`src/flt_pkg.sv`:
```
// Shared constants and carrier types for the fast lock timer and readback block
package flt_pkg;

    // ------------------------------------------------------------------
    // Bus geometry and register map
    // ------------------------------------------------------------------
    localparam int         ADDR_W     = 8;
    localparam int         DATA_W     = 32;
    localparam logic [7:0] ADDR_FREQ  = 8'h00;
    localparam logic [7:0] ADDR_FRACTIONAL_DIVIDER_VALUE  = 8'h04;
    localparam logic [7:0] ADDR_DIV1  = 8'h08;
    localparam logic [7:0] ADDR_DIV2  = 8'h0c;
    localparam logic [7:0] ADDR_RAMP  = 8'h10;
    localparam logic [7:0] ADDR_STAT  = 8'h14;
    localparam logic [7:0] ADDR_TIMER = 8'h18;

    // ------------------------------------------------------------------
    // Field layouts
    // ------------------------------------------------------------------
    localparam int INT_W      = 12;
    localparam int FRACTIONAL_DIVIDER_VALUE_W     = 25;
    localparam int RB_W       = INT_W + FRACTIONAL_DIVIDER_VALUE_W;
    localparam int DIV_W      = 12;
    localparam int TIMER_W    = 2 * DIV_W;
    localparam int CP_W       = 4;
    localparam int CPO_W      = 8;
    localparam int NDIV_W     = 13;
    localparam int RBCNT_W    = 6;
    localparam int INT_LSB    = 0;
    localparam int FRACTIONAL_DIVIDER_VALUE_LSB   = 0;
    localparam int DIV1_LSB   = 3;
    localparam int DIV2_LSB   = 7;
    localparam int FLM_LSB    = 19;
    localparam int CP_LSB     = 0;
    localparam int RAMP_BIT   = 0;
    localparam int IRQ_LSB    = 1;
    localparam int ST_FL_BIT  = 0;
    localparam int ST_RB_BIT  = 1;

    // ------------------------------------------------------------------
    // Codes, pump multipliers and readback length
    // ------------------------------------------------------------------
    localparam logic [1:0]        FLM_OFF    = 2'h0;
    localparam logic [1:0]        FLM_DIV    = 2'h1;
    localparam logic [1:0]        IRQ_OFF    = 2'h0;
    localparam logic [CPO_W-1:0]  CP_BOOST   = 8'h10;
    localparam logic [CPO_W-1:0]  CP_UNITY   = 8'h01;
    localparam logic [RBCNT_W-1:0] RB_BITS   = 6'h25;

    // ------------------------------------------------------------------
    // Carrier types
    // ------------------------------------------------------------------
    typedef struct packed {
        logic [ADDR_W-1:0] addr;
        logic [DATA_W-1:0] wdata;
        logic              wr;
        logic              rd;
    } flt_bus_req_t;

    typedef struct packed {
        logic [INT_W-1:0]  int_val;
        logic [FRACTIONAL_DIVIDER_VALUE_W-1:0] fractional_divider_value;
        logic [DIV_W-1:0]  div1;
        logic [DIV_W-1:0]  div2;
        logic [1:0]        flm;
        logic [CP_W-1:0]   cp_code;
        logic              ramp;
        logic [1:0]        irq_mode;
    } flt_cfg_t;

    typedef struct packed {
        logic             ground;
        logic             pump;
        logic [CPO_W-1:0] cp_current;
    } flt_loop_t;

endpackage

```
`src/flt_top.sv`:
```
// Fast lock timer, charge pump boost, loop switches and frequency readback
// Functional notes
// RQ1 - Host readback order: R0 write, load high, trigger, read, trigger, R4, read, trigger.
// RQ2 - Nonzero fast lock mode: every frequency write starts the wide-bandwidth state.
// RQ3 - Wide-bandwidth state lasts first divider times second divider PFD periods.
// RQ4 - First divider is the 12-bit field at bits 14..3 of register two.
// RQ5 - Second divider is the 12-bit field at bits 18..7 of register four.
// RQ6 - Fast lock never applies while a frequency ramp is active.
// RQ7 - Host finishes power-up initialisation before first enabling fast lock.
// RQ8 - Charge pump current is sixteen times normal while wide-bandwidth is active.
// RQ9 - Divider mode: ground switch shorted, pump switch tied to pump during fast lock.
// RQ10 - Interpolator is a third-order sigma-delta, fixed 25-bit modulus, per PFD cycle.
// RQ11 - Readback starts on trigger pin rising edge with interrupt mode and ramp active.
// RQ12 - Readback shifts 37 bits: 12 integer bits then 25 fractional bits.
// RQ13 - Frequency write during fast lock restarts the timer with current dividers.
//
// Implementation choices: the address map and the address-and-strobe port.
`timescale 1ns/10ps
module flt_top
(
    // Clock, reset and clock enable (clock is the PFD clock)
    input  wire logic                        i_clk_sys,
    input  wire logic                        i_resetn,
    input  wire logic                        i_ce,
    // Register port
    input  wire flt_pkg::flt_bus_req_t       i_bus,
    output logic      [flt_pkg::DATA_W-1:0]  o_rdata,
    // Serial interface pins
    input  wire logic                        i_load_enable_pin,
    input  wire logic                        i_sclk_pin,
    input  wire logic                        i_trigger_pin,
    output logic                             o_multiplexed_output_pin,
    // Loop control
    output flt_pkg::flt_loop_t               o_loop,
    output logic      [flt_pkg::NDIV_W-1:0]  o_ndiv
);
    import flt_pkg::*;

    typedef struct packed {
        flt_cfg_t             cfg;
        logic                 fl_active;
        logic [TIMER_W-1:0]   timer;
        logic [TIMER_W-1:0]   target;
        logic [DATA_W-1:0]    rdata;
        logic [2:0]           trig_s;
        logic [2:0]           sclk_s;
        logic [1:0]           load_s;
        logic [RB_W-1:0]      shreg;
        logic [RBCNT_W-1:0]   shcnt;
        logic                 mux;
        flt_loop_t            loop;
    } flt_state_t;

    flt_state_t st_r;
    flt_state_t st_nxt;

    // Rising edge on the second stage of a two-flop synchroniser
    function automatic logic rise(input logic [2:0] s);
        rise = s[1] & ~s[2];
    endfunction

    // ------------------------------------------------------------------
    // Next-state logic
    // ------------------------------------------------------------------
    always_comb
    begin
        logic wr_freq;
        logic [TIMER_W-1:0] prod;
        logic fl_allowed;
        wr_freq = 1'b0;
        prod = '0;
        fl_allowed = 1'b0;
        st_nxt = st_r;

        // Pin synchronisers; only the second stage onward feeds logic
        st_nxt.trig_s = {st_r.trig_s[1:0], i_trigger_pin};
        st_nxt.sclk_s = {st_r.sclk_s[1:0], i_sclk_pin};
        st_nxt.load_s = {st_r.load_s[0], i_load_enable_pin};

        // Register writes
        if (i_bus.wr)
        begin
            unique case (i_bus.addr)
                ADDR_FREQ:
                begin
                    st_nxt.cfg.int_val = i_bus.wdata[INT_LSB +: INT_W];
                    wr_freq = 1'b1;
                end
                ADDR_FRACTIONAL_DIVIDER_VALUE: st_nxt.cfg.fractional_divider_value = i_bus.wdata[FRACTIONAL_DIVIDER_VALUE_LSB +: FRACTIONAL_DIVIDER_VALUE_W];
                ADDR_DIV1: st_nxt.cfg.div1 = i_bus.wdata[DIV1_LSB +: DIV_W];      // RQ4
                ADDR_DIV2:
                begin
                    st_nxt.cfg.div2    = i_bus.wdata[DIV2_LSB +: DIV_W];          // RQ5
                    st_nxt.cfg.flm     = i_bus.wdata[FLM_LSB +: 2];
                    st_nxt.cfg.cp_code = i_bus.wdata[CP_LSB +: CP_W];
                end
                ADDR_RAMP:
                begin
                    st_nxt.cfg.ramp     = i_bus.wdata[RAMP_BIT];
                    st_nxt.cfg.irq_mode = i_bus.wdata[IRQ_LSB +: 2];
                end
                default: ;
            endcase
        end

        // --------------------------------------------------------------
        // Fast lock timer
        // --------------------------------------------------------------
        // Dividers are taken as they stand after this cycle's write
        prod = TIMER_W'(st_nxt.cfg.div1 * st_nxt.cfg.div2);                       // RQ3
        fl_allowed = (st_nxt.cfg.flm != FLM_OFF) && !st_nxt.cfg.ramp;            // RQ6
        if (st_r.fl_active)
        begin
            if (st_r.timer == st_r.target - TIMER_W'(1))
                st_nxt.fl_active = 1'b0;                                        // RQ3
            else
                st_nxt.timer = st_r.timer + TIMER_W'(1);
        end
        if (!fl_allowed)
            st_nxt.fl_active = 1'b0;                                            // RQ6
        // A zero product means no wide-bandwidth time at all
        if (wr_freq && fl_allowed && prod != '0)
        begin
            st_nxt.fl_active = 1'b1;                                            // RQ2
            st_nxt.timer     = '0;                                              // RQ13
            st_nxt.target    = prod;                                            // RQ13
        end

        // Loop drive follows the timer state of the next cycle
        st_nxt.loop.cp_current = CPO_W'(st_nxt.cfg.cp_code)
                               * (st_nxt.fl_active ? CP_BOOST : CP_UNITY);      // RQ8
        st_nxt.loop.ground = st_nxt.fl_active && st_nxt.cfg.flm == FLM_DIV;     // RQ9
        st_nxt.loop.pump   = st_nxt.fl_active && st_nxt.cfg.flm == FLM_DIV;     // RQ9

        // --------------------------------------------------------------
        // Frequency readback
        // --------------------------------------------------------------
        if (rise(st_r.trig_s) && st_r.cfg.ramp && st_r.cfg.irq_mode != IRQ_OFF)  // RQ11
        begin
            // Integer first, MSB first; a new trigger aborts a readback in flight
            st_nxt.mux   = st_r.cfg.int_val[INT_W-1];                           // RQ12
            st_nxt.shreg = {st_r.cfg.int_val, st_r.cfg.fractional_divider_value} << 1;              // RQ12
            st_nxt.shcnt = RB_BITS - RBCNT_W'(1);                               // RQ12
        end
        else if (rise(st_r.sclk_s) && st_r.load_s[1])
        begin
            if (st_r.shcnt != '0)
            begin
                st_nxt.mux   = st_r.shreg[RB_W-1];                              // RQ12
                st_nxt.shreg = st_r.shreg << 1;
                st_nxt.shcnt = st_r.shcnt - RBCNT_W'(1);
            end
            else
                st_nxt.mux = 1'b0;
        end

        // --------------------------------------------------------------
        // Register reads: data valid for one cycle only
        // --------------------------------------------------------------
        st_nxt.rdata = '0;
        if (i_bus.rd)
        begin
            unique case (i_bus.addr)
                ADDR_FREQ:  st_nxt.rdata[INT_LSB +: INT_W]   = st_r.cfg.int_val;
                ADDR_FRACTIONAL_DIVIDER_VALUE:  st_nxt.rdata[FRACTIONAL_DIVIDER_VALUE_LSB +: FRACTIONAL_DIVIDER_VALUE_W] = st_r.cfg.fractional_divider_value;
                ADDR_DIV1:  st_nxt.rdata[DIV1_LSB +: DIV_W]  = st_r.cfg.div1;
                ADDR_DIV2:
                begin
                    st_nxt.rdata[DIV2_LSB +: DIV_W] = st_r.cfg.div2;
                    st_nxt.rdata[FLM_LSB +: 2]      = st_r.cfg.flm;
                    st_nxt.rdata[CP_LSB +: CP_W]    = st_r.cfg.cp_code;
                end
                ADDR_RAMP:
                begin
                    st_nxt.rdata[RAMP_BIT]    = st_r.cfg.ramp;
                    st_nxt.rdata[IRQ_LSB +: 2] = st_r.cfg.irq_mode;
                end
                ADDR_STAT:
                begin
                    st_nxt.rdata[ST_FL_BIT] = st_r.fl_active;
                    st_nxt.rdata[ST_RB_BIT] = st_r.shcnt != '0;
                end
                ADDR_TIMER: st_nxt.rdata[TIMER_W-1:0] = st_r.timer;
                default: ;
            endcase
        end
    end

    // ------------------------------------------------------------------
    // State register
    // ------------------------------------------------------------------
    always_ff @(posedge i_clk_sys or negedge i_resetn)
    begin
        if (!i_resetn)
            st_r <= '0;
        else if (i_ce)
            st_r <= st_nxt;
    end

    // ------------------------------------------------------------------
    // Interpolator and outputs
    // ------------------------------------------------------------------
    flt_sdm u_sdm
    (
        .i_clk_sys (i_clk_sys),
        .i_resetn  (i_resetn),
        .i_ce      (i_ce),
        .i_int_val (st_r.cfg.int_val),
        .i_fractional_divider_value    (st_r.cfg.fractional_divider_value),
        .o_ndiv    (o_ndiv)
    );

    assign o_rdata                  = st_r.rdata;
    assign o_multiplexed_output_pin = st_r.mux;
    assign o_loop                   = st_r.loop;

endmodule

```
`src/flt_sdm.sv`:
```
// Third-order sigma-delta fractional interpolator with fixed 2^25 modulus
`timescale 1ns/10ps
module flt_sdm
(
    // Clock and reset
    input  wire logic                       i_clk_sys,
    input  wire logic                       i_resetn,
    input  wire logic                       i_ce,
    // Divider word
    input  wire logic [flt_pkg::INT_W-1:0]  i_int_val,
    input  wire logic [flt_pkg::FRACTIONAL_DIVIDER_VALUE_W-1:0] i_fractional_divider_value,
    // Instantaneous divide ratio
    output logic      [flt_pkg::NDIV_W-1:0] o_ndiv
);
    import flt_pkg::*;

    typedef struct packed {
        logic [FRACTIONAL_DIVIDER_VALUE_W-1:0] acc1;
        logic [FRACTIONAL_DIVIDER_VALUE_W-1:0] acc2;
        logic [FRACTIONAL_DIVIDER_VALUE_W-1:0] acc3;
        logic              c2_d;
        logic              c3_d;
        logic              c3_dd;
        logic [NDIV_W-1:0] ndiv;
    } flt_sdm_t;

    flt_sdm_t st_r;
    flt_sdm_t st_nxt;

    // ------------------------------------------------------------------
    // Cascade of three first-order stages, noise cancelled at the output
    // ------------------------------------------------------------------
    always_comb
    begin
        logic [FRACTIONAL_DIVIDER_VALUE_W:0] s1;
        logic [FRACTIONAL_DIVIDER_VALUE_W:0] s2;
        logic [FRACTIONAL_DIVIDER_VALUE_W:0] s3;
        logic [4:0]      d;
        s1 = '0;
        s2 = '0;
        s3 = '0;
        d = '0;
        st_nxt = st_r;
        // One update per PFD cycle; the modulus is the full accumulator range
        s1 = {1'b0, st_r.acc1} + {1'b0, i_fractional_divider_value};                          // RQ10
        s2 = {1'b0, st_r.acc2} + {1'b0, s1[FRACTIONAL_DIVIDER_VALUE_W-1:0]};
        s3 = {1'b0, st_r.acc3} + {1'b0, s2[FRACTIONAL_DIVIDER_VALUE_W-1:0]};
        d  = 5'(s1[FRACTIONAL_DIVIDER_VALUE_W]) + 5'(s2[FRACTIONAL_DIVIDER_VALUE_W]) + 5'(s3[FRACTIONAL_DIVIDER_VALUE_W]) + 5'(st_r.c3_dd)
           - 5'(st_r.c2_d) - 5'({st_r.c3_d, 1'b0});
        st_nxt.acc1  = s1[FRACTIONAL_DIVIDER_VALUE_W-1:0];
        st_nxt.acc2  = s2[FRACTIONAL_DIVIDER_VALUE_W-1:0];
        st_nxt.acc3  = s3[FRACTIONAL_DIVIDER_VALUE_W-1:0];
        st_nxt.c2_d  = s2[FRACTIONAL_DIVIDER_VALUE_W];
        st_nxt.c3_d  = s3[FRACTIONAL_DIVIDER_VALUE_W];
        st_nxt.c3_dd = st_r.c3_d;
        st_nxt.ndiv  = NDIV_W'({1'b0, i_int_val}) + {{(NDIV_W-5){d[4]}}, d};
    end

    always_ff @(posedge i_clk_sys or negedge i_resetn)
    begin
        if (!i_resetn)
            st_r <= '0;
        else if (i_ce)
            st_r <= st_nxt;
    end

    assign o_ndiv = st_r.ndiv;

endmodule

```
`config.mk`:
```
export PLATFORM = sky130hd
export DESIGN_NAME = flt_top
export DESIGN_NICKNAME = d
export VERILOG_FILES = /design/src/flt_pkg.sv /design/src/flt_top.sv /design/src/flt_sdm.sv
export SDC_FILE = /design/constraint.sdc
export NUM_CORES = 1
export LEC_CHECK = 0
export BUFFER_PORTS_ARGS = -buffer_cell sky130_fd_sc_hd__clkbuf_2
export CAP_MARGIN = 20
export CORE_ASPECT_RATIO = 1.75
export CORE_UTILIZATION = 45
export CTS_CLUSTER_SIZE = 12
export DETAILED_ROUTE_END_ITERATION = 12
export HOLD_SLACK_MARGIN = 0.15
export MAX_ROUTING_LAYER = met4
export REMOVE_ABC_BUFFERS = 1
export SETUP_SLACK_MARGIN = 0.5
export SLEW_MARGIN = 15
export SYNTH_ARGS = -nofsm -noshare
export SYNTH_HDL_FRONTEND = slang
export SYNTH_SLANG_ARGS = --single-unit
```
`constraint.sdc`:
```
create_clock -name i_clk_sys -period 17.6 [get_ports i_clk_sys]
set_input_delay 1.76 -clock i_clk_sys [delete_from_list [all_inputs] [get_ports i_clk_sys]]
set_output_delay 1.76 -clock i_clk_sys [all_outputs]
set_load 0.01 [all_outputs]
```
# After elaboration in Yosys (flattened, before gate mapping)
# Index checks and enable logic that the tools add are counted.
word_totals:
  reg_bits: 296
  word_cells: 103
  out_inout_bits: 56
  input_bits: 48
op_classes:
  eq_ne: 9
  bitwise_logic: 4
  n_mul: 2
  n_mux: 26
  add_sub_neg: 12
  n_reduce_logical: 23
op_table:
  columns: ["op", "n"]
  rows:
  - ["44-bit 2-to-1 mux", 2]
  - ["25-bit by 25-bit adder with 26-bit output", 3]
  - ["25-bit 2-to-1 mux", 2]
  - ["49-bit 2-to-1 mux", 1]
  - ["43-bit 2-to-1 mux", 1]
  - ["33-bit 2-to-1 mux", 1]
  - ["5-bit one-hot mux with 5 select lines", 1]
  - ["24-bit by 1-bit adder with 24-bit output, second input constant", 1]
  - ["24-bit equality test", 1]
  - ["8-bit by 5-bit equality test with 1-bit output, second input constant", 3]
  - ["12-bit by 12-bit multiplier with 24-bit output", 1]
  - ["24-bit 2-to-1 mux", 1]
  - ["3-bit one-hot mux with 4 select lines", 2]
  - ["24-bit nonzero test", 1]
  - ["24-bit by 1-bit subtractor with 24-bit output, second input constant", 1]
  - ["18-bit 2-to-1 mux", 1]
  - ["6-bit one-hot mux with 3 select lines", 1]
  - ["8-bit by 4-bit equality test with 1-bit output, second input constant", 2]
  - ["3-bit AND reduction", 5]
  - ["12-bit by 13-bit adder with 13-bit output", 1]
  - ["12-bit 2-to-1 mux", 1]
  - ["2-bit one-hot mux with 6 select lines", 1]
  - ["5-bit by 1-bit adder with 5-bit output", 2]
  - ["1-bit one-hot mux with 5 select lines", 2]
  - ["20 further kinds", 38]

# Longest topological paths before layout
depth:
  ltp_word: 10
  ltp_mapped: 48
  ltp_nobuf: 47

# By module
# A second synthesis with hierarchy kept.
unflattened:
  hier_cells: 2645
  hier_area_um2: 24422.2
modules_own_cells:
  columns: ["mod", "seq_area_each_um2", "n_inst", "area_each_um2", "cells_each"]
  rows:
  - ["flt_top", 5104.9, 1, 15961.6, 1692]
  - ["flt_sdm", 2277.2, 1, 8460.6, 953]

# Worst setup path before layout
# No wires, ideal clock.
synth_timing:
  path_kind: "input port to flip-flop"
  from: "input i_bus[36] in the netlist's numbering"
  to: "register st_r[101] in the netlist's numbering"
  stages: 24
  path_slack_ns: 8.675
  path_buffers: 5
  t_arrival_ns: 8.797
  setup_time_ns: 0.128
  required_time_ns: 17.472
  cell_sequence: "clkbuf_1 -> nand4_1 -> buf_1 -> buf_1 -> mux2_2 -> nand2_1 -> fa_1 -> inv_1 -> fa_1 -> fa_1 -> fa_1 -> fa_1 -> ha_1 -> clkbuf_1 -> a21oi_1 -> o211ai_1 -> a221oi_2 -> nand2_1 -> xnor2_1 -> nand3_1 -> or4_4 -> o21ai_2 -> buf_4 -> mux2_1"
synth_via:
  elab_chain_len: 8
  elab_cells_between_ends: 18
  cone_classes: "mul: 1; eq/ne: 3; mux: 6; reduce/logical: 8"
synth_rtl:
  columns: ["element", "line", "rtl"]
  rows:
  - ["start, declared", "flt_top.sv:26", "input wire flt_pkg::flt_bus_req_t i_bus,"]
  - ["branches (longest 8 deep; another with 12-bit by 12-bit multiplier with 24-bit output)", null, null]
  - ["end signal, assigned", "flt_top.sv:197", "st_r <= st_nxt;"]
  - ["end, declared", "flt_top.sv:54", "flt_state_t st_r;"]
# Several ways; the timed one is not identified.
# A chain may end at the register's enable or synchronous reset.

==> results.md <==
- #FFs+latches synth: 295
- Initial Utilization: 45.6%
- CP max stage delay: 710 ps
- Setup-failing EPs final: 0
- DRC: 0
- Hold EP: u_sdm.st_r[21]
- Tot GR Track Use: 26.4%
- Sequential area share after synthesis: 32.1%
- Max Fclk: ~0.09 GHz
- Slew Limit Fails: 0
- CORE AREA: ~50,000 um2
- Design area: between 20,000 and 25,000 um2
- Crit Path Class: flop to flop
- Inserted Clock Buffers: 30
- Final core occ: about half
- # Max-Cap Violations: 0
- CP startpoint kind: flop
- PortBufs: between 80 and 90
- GR Overflow Total: 0
- Synth cell types: 92
- Worst Tran Pin Value: approximately 1000 ps
- Fillcell total: roughly 4,800
- Cell Area, Synth: roughly 23,000 um2
- Synth area leader: dfrtp_1
- Starting DRT DRC Count: roughly 1,100
- Min Tclk post-route: 11,070 ps
- Area Overhead vs Synth: 6.76%
- Worst EP arrival: 11,580 ps
- Worst Skew: between 10 and 15 ps
- FF-to-FF path depth: 43
- Count leader, synth: dfrtp_1
- Syn_area_per_cell: ~9.6 um2
- Die Area: approximately 52,000 um2
- Layout cells sized above 1: around 14%
- Clk_lat worst skew: between 500 and 600 ps
- Detailed Place HPWL: roughly 51,000 um
- Critical Path RT: 18,110 ps
- Drt wl/cell: around 21 um
- Synth Warn #: 0
- Cell depth of the worst hold path: 1
- Routed Wire Length: about 66,000 um
- Status: finished clean
- Post-synth EDFFs: 0
- Die X: about 170 um
- Final ANT Viol Nets: 0
- Setup_tns: 0 ps
- Hold Startpoint: u_sdm.st_r[21]
- Cells after Synth: about 2,400
- Die height: 301 um
- Post-synth ARST share: 100%
- Post-CTS Setup Repair Bufs: 0
- CTS sink cnt: 295
- R2r endpoint: u_sdm.o_ndiv[12]
- Hold_buf cts: 0
- FF-to-FF setup slack: between 6000 and 7000 ps
- Reg clk slew, reported paths: around 60 ps
- Max-slew headroom at the worst pin: a little under a third
- Post-CTS resize count: 0
- Crit-path max FO: 17
- Final hold vios: 0
- Final cell count without fillers: approximately 3,100
- Worst r2r src: st_r[176]
- TritonRoute pass-1 iters: 8
- RSZ-0062 raised after global routing: false
- CTS H-tree lvls: 1
- Fin nets: approximately 2,700
- Largest net degree at the start of global routing: roughly 170
- Placed cell count: 3,023
- CP dominant cell by count: ha_1
- Tcrit/Tclk final: a little over three fifths
- CTS tree: built
- Vias in the first global route: 18,900
- Vias per std cell: 5.82
- Ranking of synthesized cells by area: dfrtp_1, fa_1, ha_1
- Post-DP Area: between 20,000 and 25,000 um2
- Global-route wire length before repair: roughly 100,000 um
- # rows: between 100 and 150
- Yosys top cell area share: 32.1%
- Synth cell count leaders: dfrtp_1, nand2_1, nor2_1, inv_1, ha_1
- Via Count: around 18,000
- Antenna violations before repair: 1
- Boundary Pins: ~100
- Clock Tree Buf Depth: 3
- Worst path slowest cell: nor4_1
- Top FF cell, synth: dfrtp_1
- Clock root buffer: clkbuf_16
- Crit end category: flop
- Worst Hold Class: flop to flop
- Final GP Congestion: around 0.96
-- sequential cells by signal, indices dropped and copies added (netlist names) --
register	flops
u_sdm.o_ndiv	13
o_rdata	25
st_nxt	5
st_r	164
u_sdm.st_r	77
u_sdm.st_nxt	1
o_loop	9
o_multiplexed_output_pin	1
-- kinds of logic after synthesis --
logic type	synth area share [%]
and+or+nand+nor	13.3
AOI/OAI and AO/OA	15.4
buffers and inverters	6.38
DFF	32.1
adders and majority gates	17.4
muxes	10.7
xor gates and xnor gates	4.72
other	0.0163
-- cells in the final DEF (no fill, tap or decap), drive strengths merged, types with 7 or more instances in the layout --
cell type | synthesis | final
dfrtp | 295 | 295
nand2 | 225 | 225
nor2 | 176 | 176
inv | 162 | 162
mux2 | 156 | 156
ha | 151 | 151
clkbuf | 80 | 129
a21oi | 124 | 124
o21ai | 122 | 122
fa | 106 | 106
xnor2 | 88 | 88
mux2i | 71 | 71
nand3 | 48 | 48
a21o | 39 | 39
xor2 | 36 | 36
a31oi | 33 | 33
nor3 | 33 | 33
and3 | 29 | 29
o2bb2ai | 28 | 28
nor2b | 23 | 23
buf | 79 | 23
nand2b | 20 | 20
o21a | 18 | 18
o21bai | 18 | 18
a211oi | 16 | 16
or2 | 16 | 16
o211ai | 15 | 15
nand4 | 13 | 13
nor4 | 13 | 13
a22o | 12 | 12
o31ai | 11 | 11
and2 | 11 | 11
a221oi | 10 | 10
or3 | 9 | 9
a211o | 9 | 9
a222oi | 9 | 9
a22oi | 8 | 8
conb | 1 | 7
-- area by class of cell --
| cell class | count | area, um2 | area share [%] |
|---|---|---|---|
| Multi-Input combinational cell | 1790 | 14200 | 57.8 |
| Sequential cell | 295 | 7380 | 30.0 |
| Clock buffer | 42 | 877 | 3.57 |
| Tap cell | 666 | 833 | 3.39 |
| Timing Repair Buffer | 110 | 644 | 2.62 |
| Inverter | 163 | 612 | 2.49 |
| Clock inverter | 4 | 20.0 | 0.0814 |
| Antenna cell | 1 | 2.50 | 0.0102 |
-- metal layers --
metal  GRT usage, %  vias up  part of all wire (%)
met5              -        -                     0
met4           15.5        0                   6.5
met3           1.85      179                   2.6
met2           50.8      371                    55
met1           25.8     8975                    36
li1               -     8354                     -
-- worst max-delay path, delay by kind of cell, from the launching register on --
| family | cells | cell delay, ps |
|---|---|---|
| adder cells (fa/ha/maj) | 8 | 3020 |
| AO/OA/AOI/OAI | 18 | 4080 |
| AND/OR/NAND/NOR | 10 | 2020 |
| multiplexers | 1 | 140 |
| flip-flops | 1 | 580 |
| buffers and inverters | 4 | 700 |
| XOR/XNOR | 2 | 420 |
-- through the flow --
step / worst slack [ps] / hold WS (ps)
4_1_cts: 6580 / 490
6_report: 6530 / 484
2_1_floorplan: 7310 / 447
3_3_place_gp: 6800 / 461
5_1_grt: 5720 / 503
3_5_place_dp: 6650 / 475
-- worst max path at each step --
stage | startpoint | to | slack [ps] | depth (start not counted)
floorplan | i_bus[39] | st_r[101] | 7310 | 19
global placement | st_r[176] | u_sdm.o_ndiv[12] | 6800 | 44
detailed placement | st_r[176] | u_sdm.o_ndiv[12] | 6650 | 43
CTS | st_r[176] | u_sdm.o_ndiv[12] | 6580 | 44
global route | st_r[176] | u_sdm.o_ndiv[12] | 5720 | 44
finish | st_r[176] | u_sdm.o_ndiv[12] | 6530 | 43
Power is not shown: default switching activity piles up to over one toggle a cycle in this logic, so the estimate is an artifact.
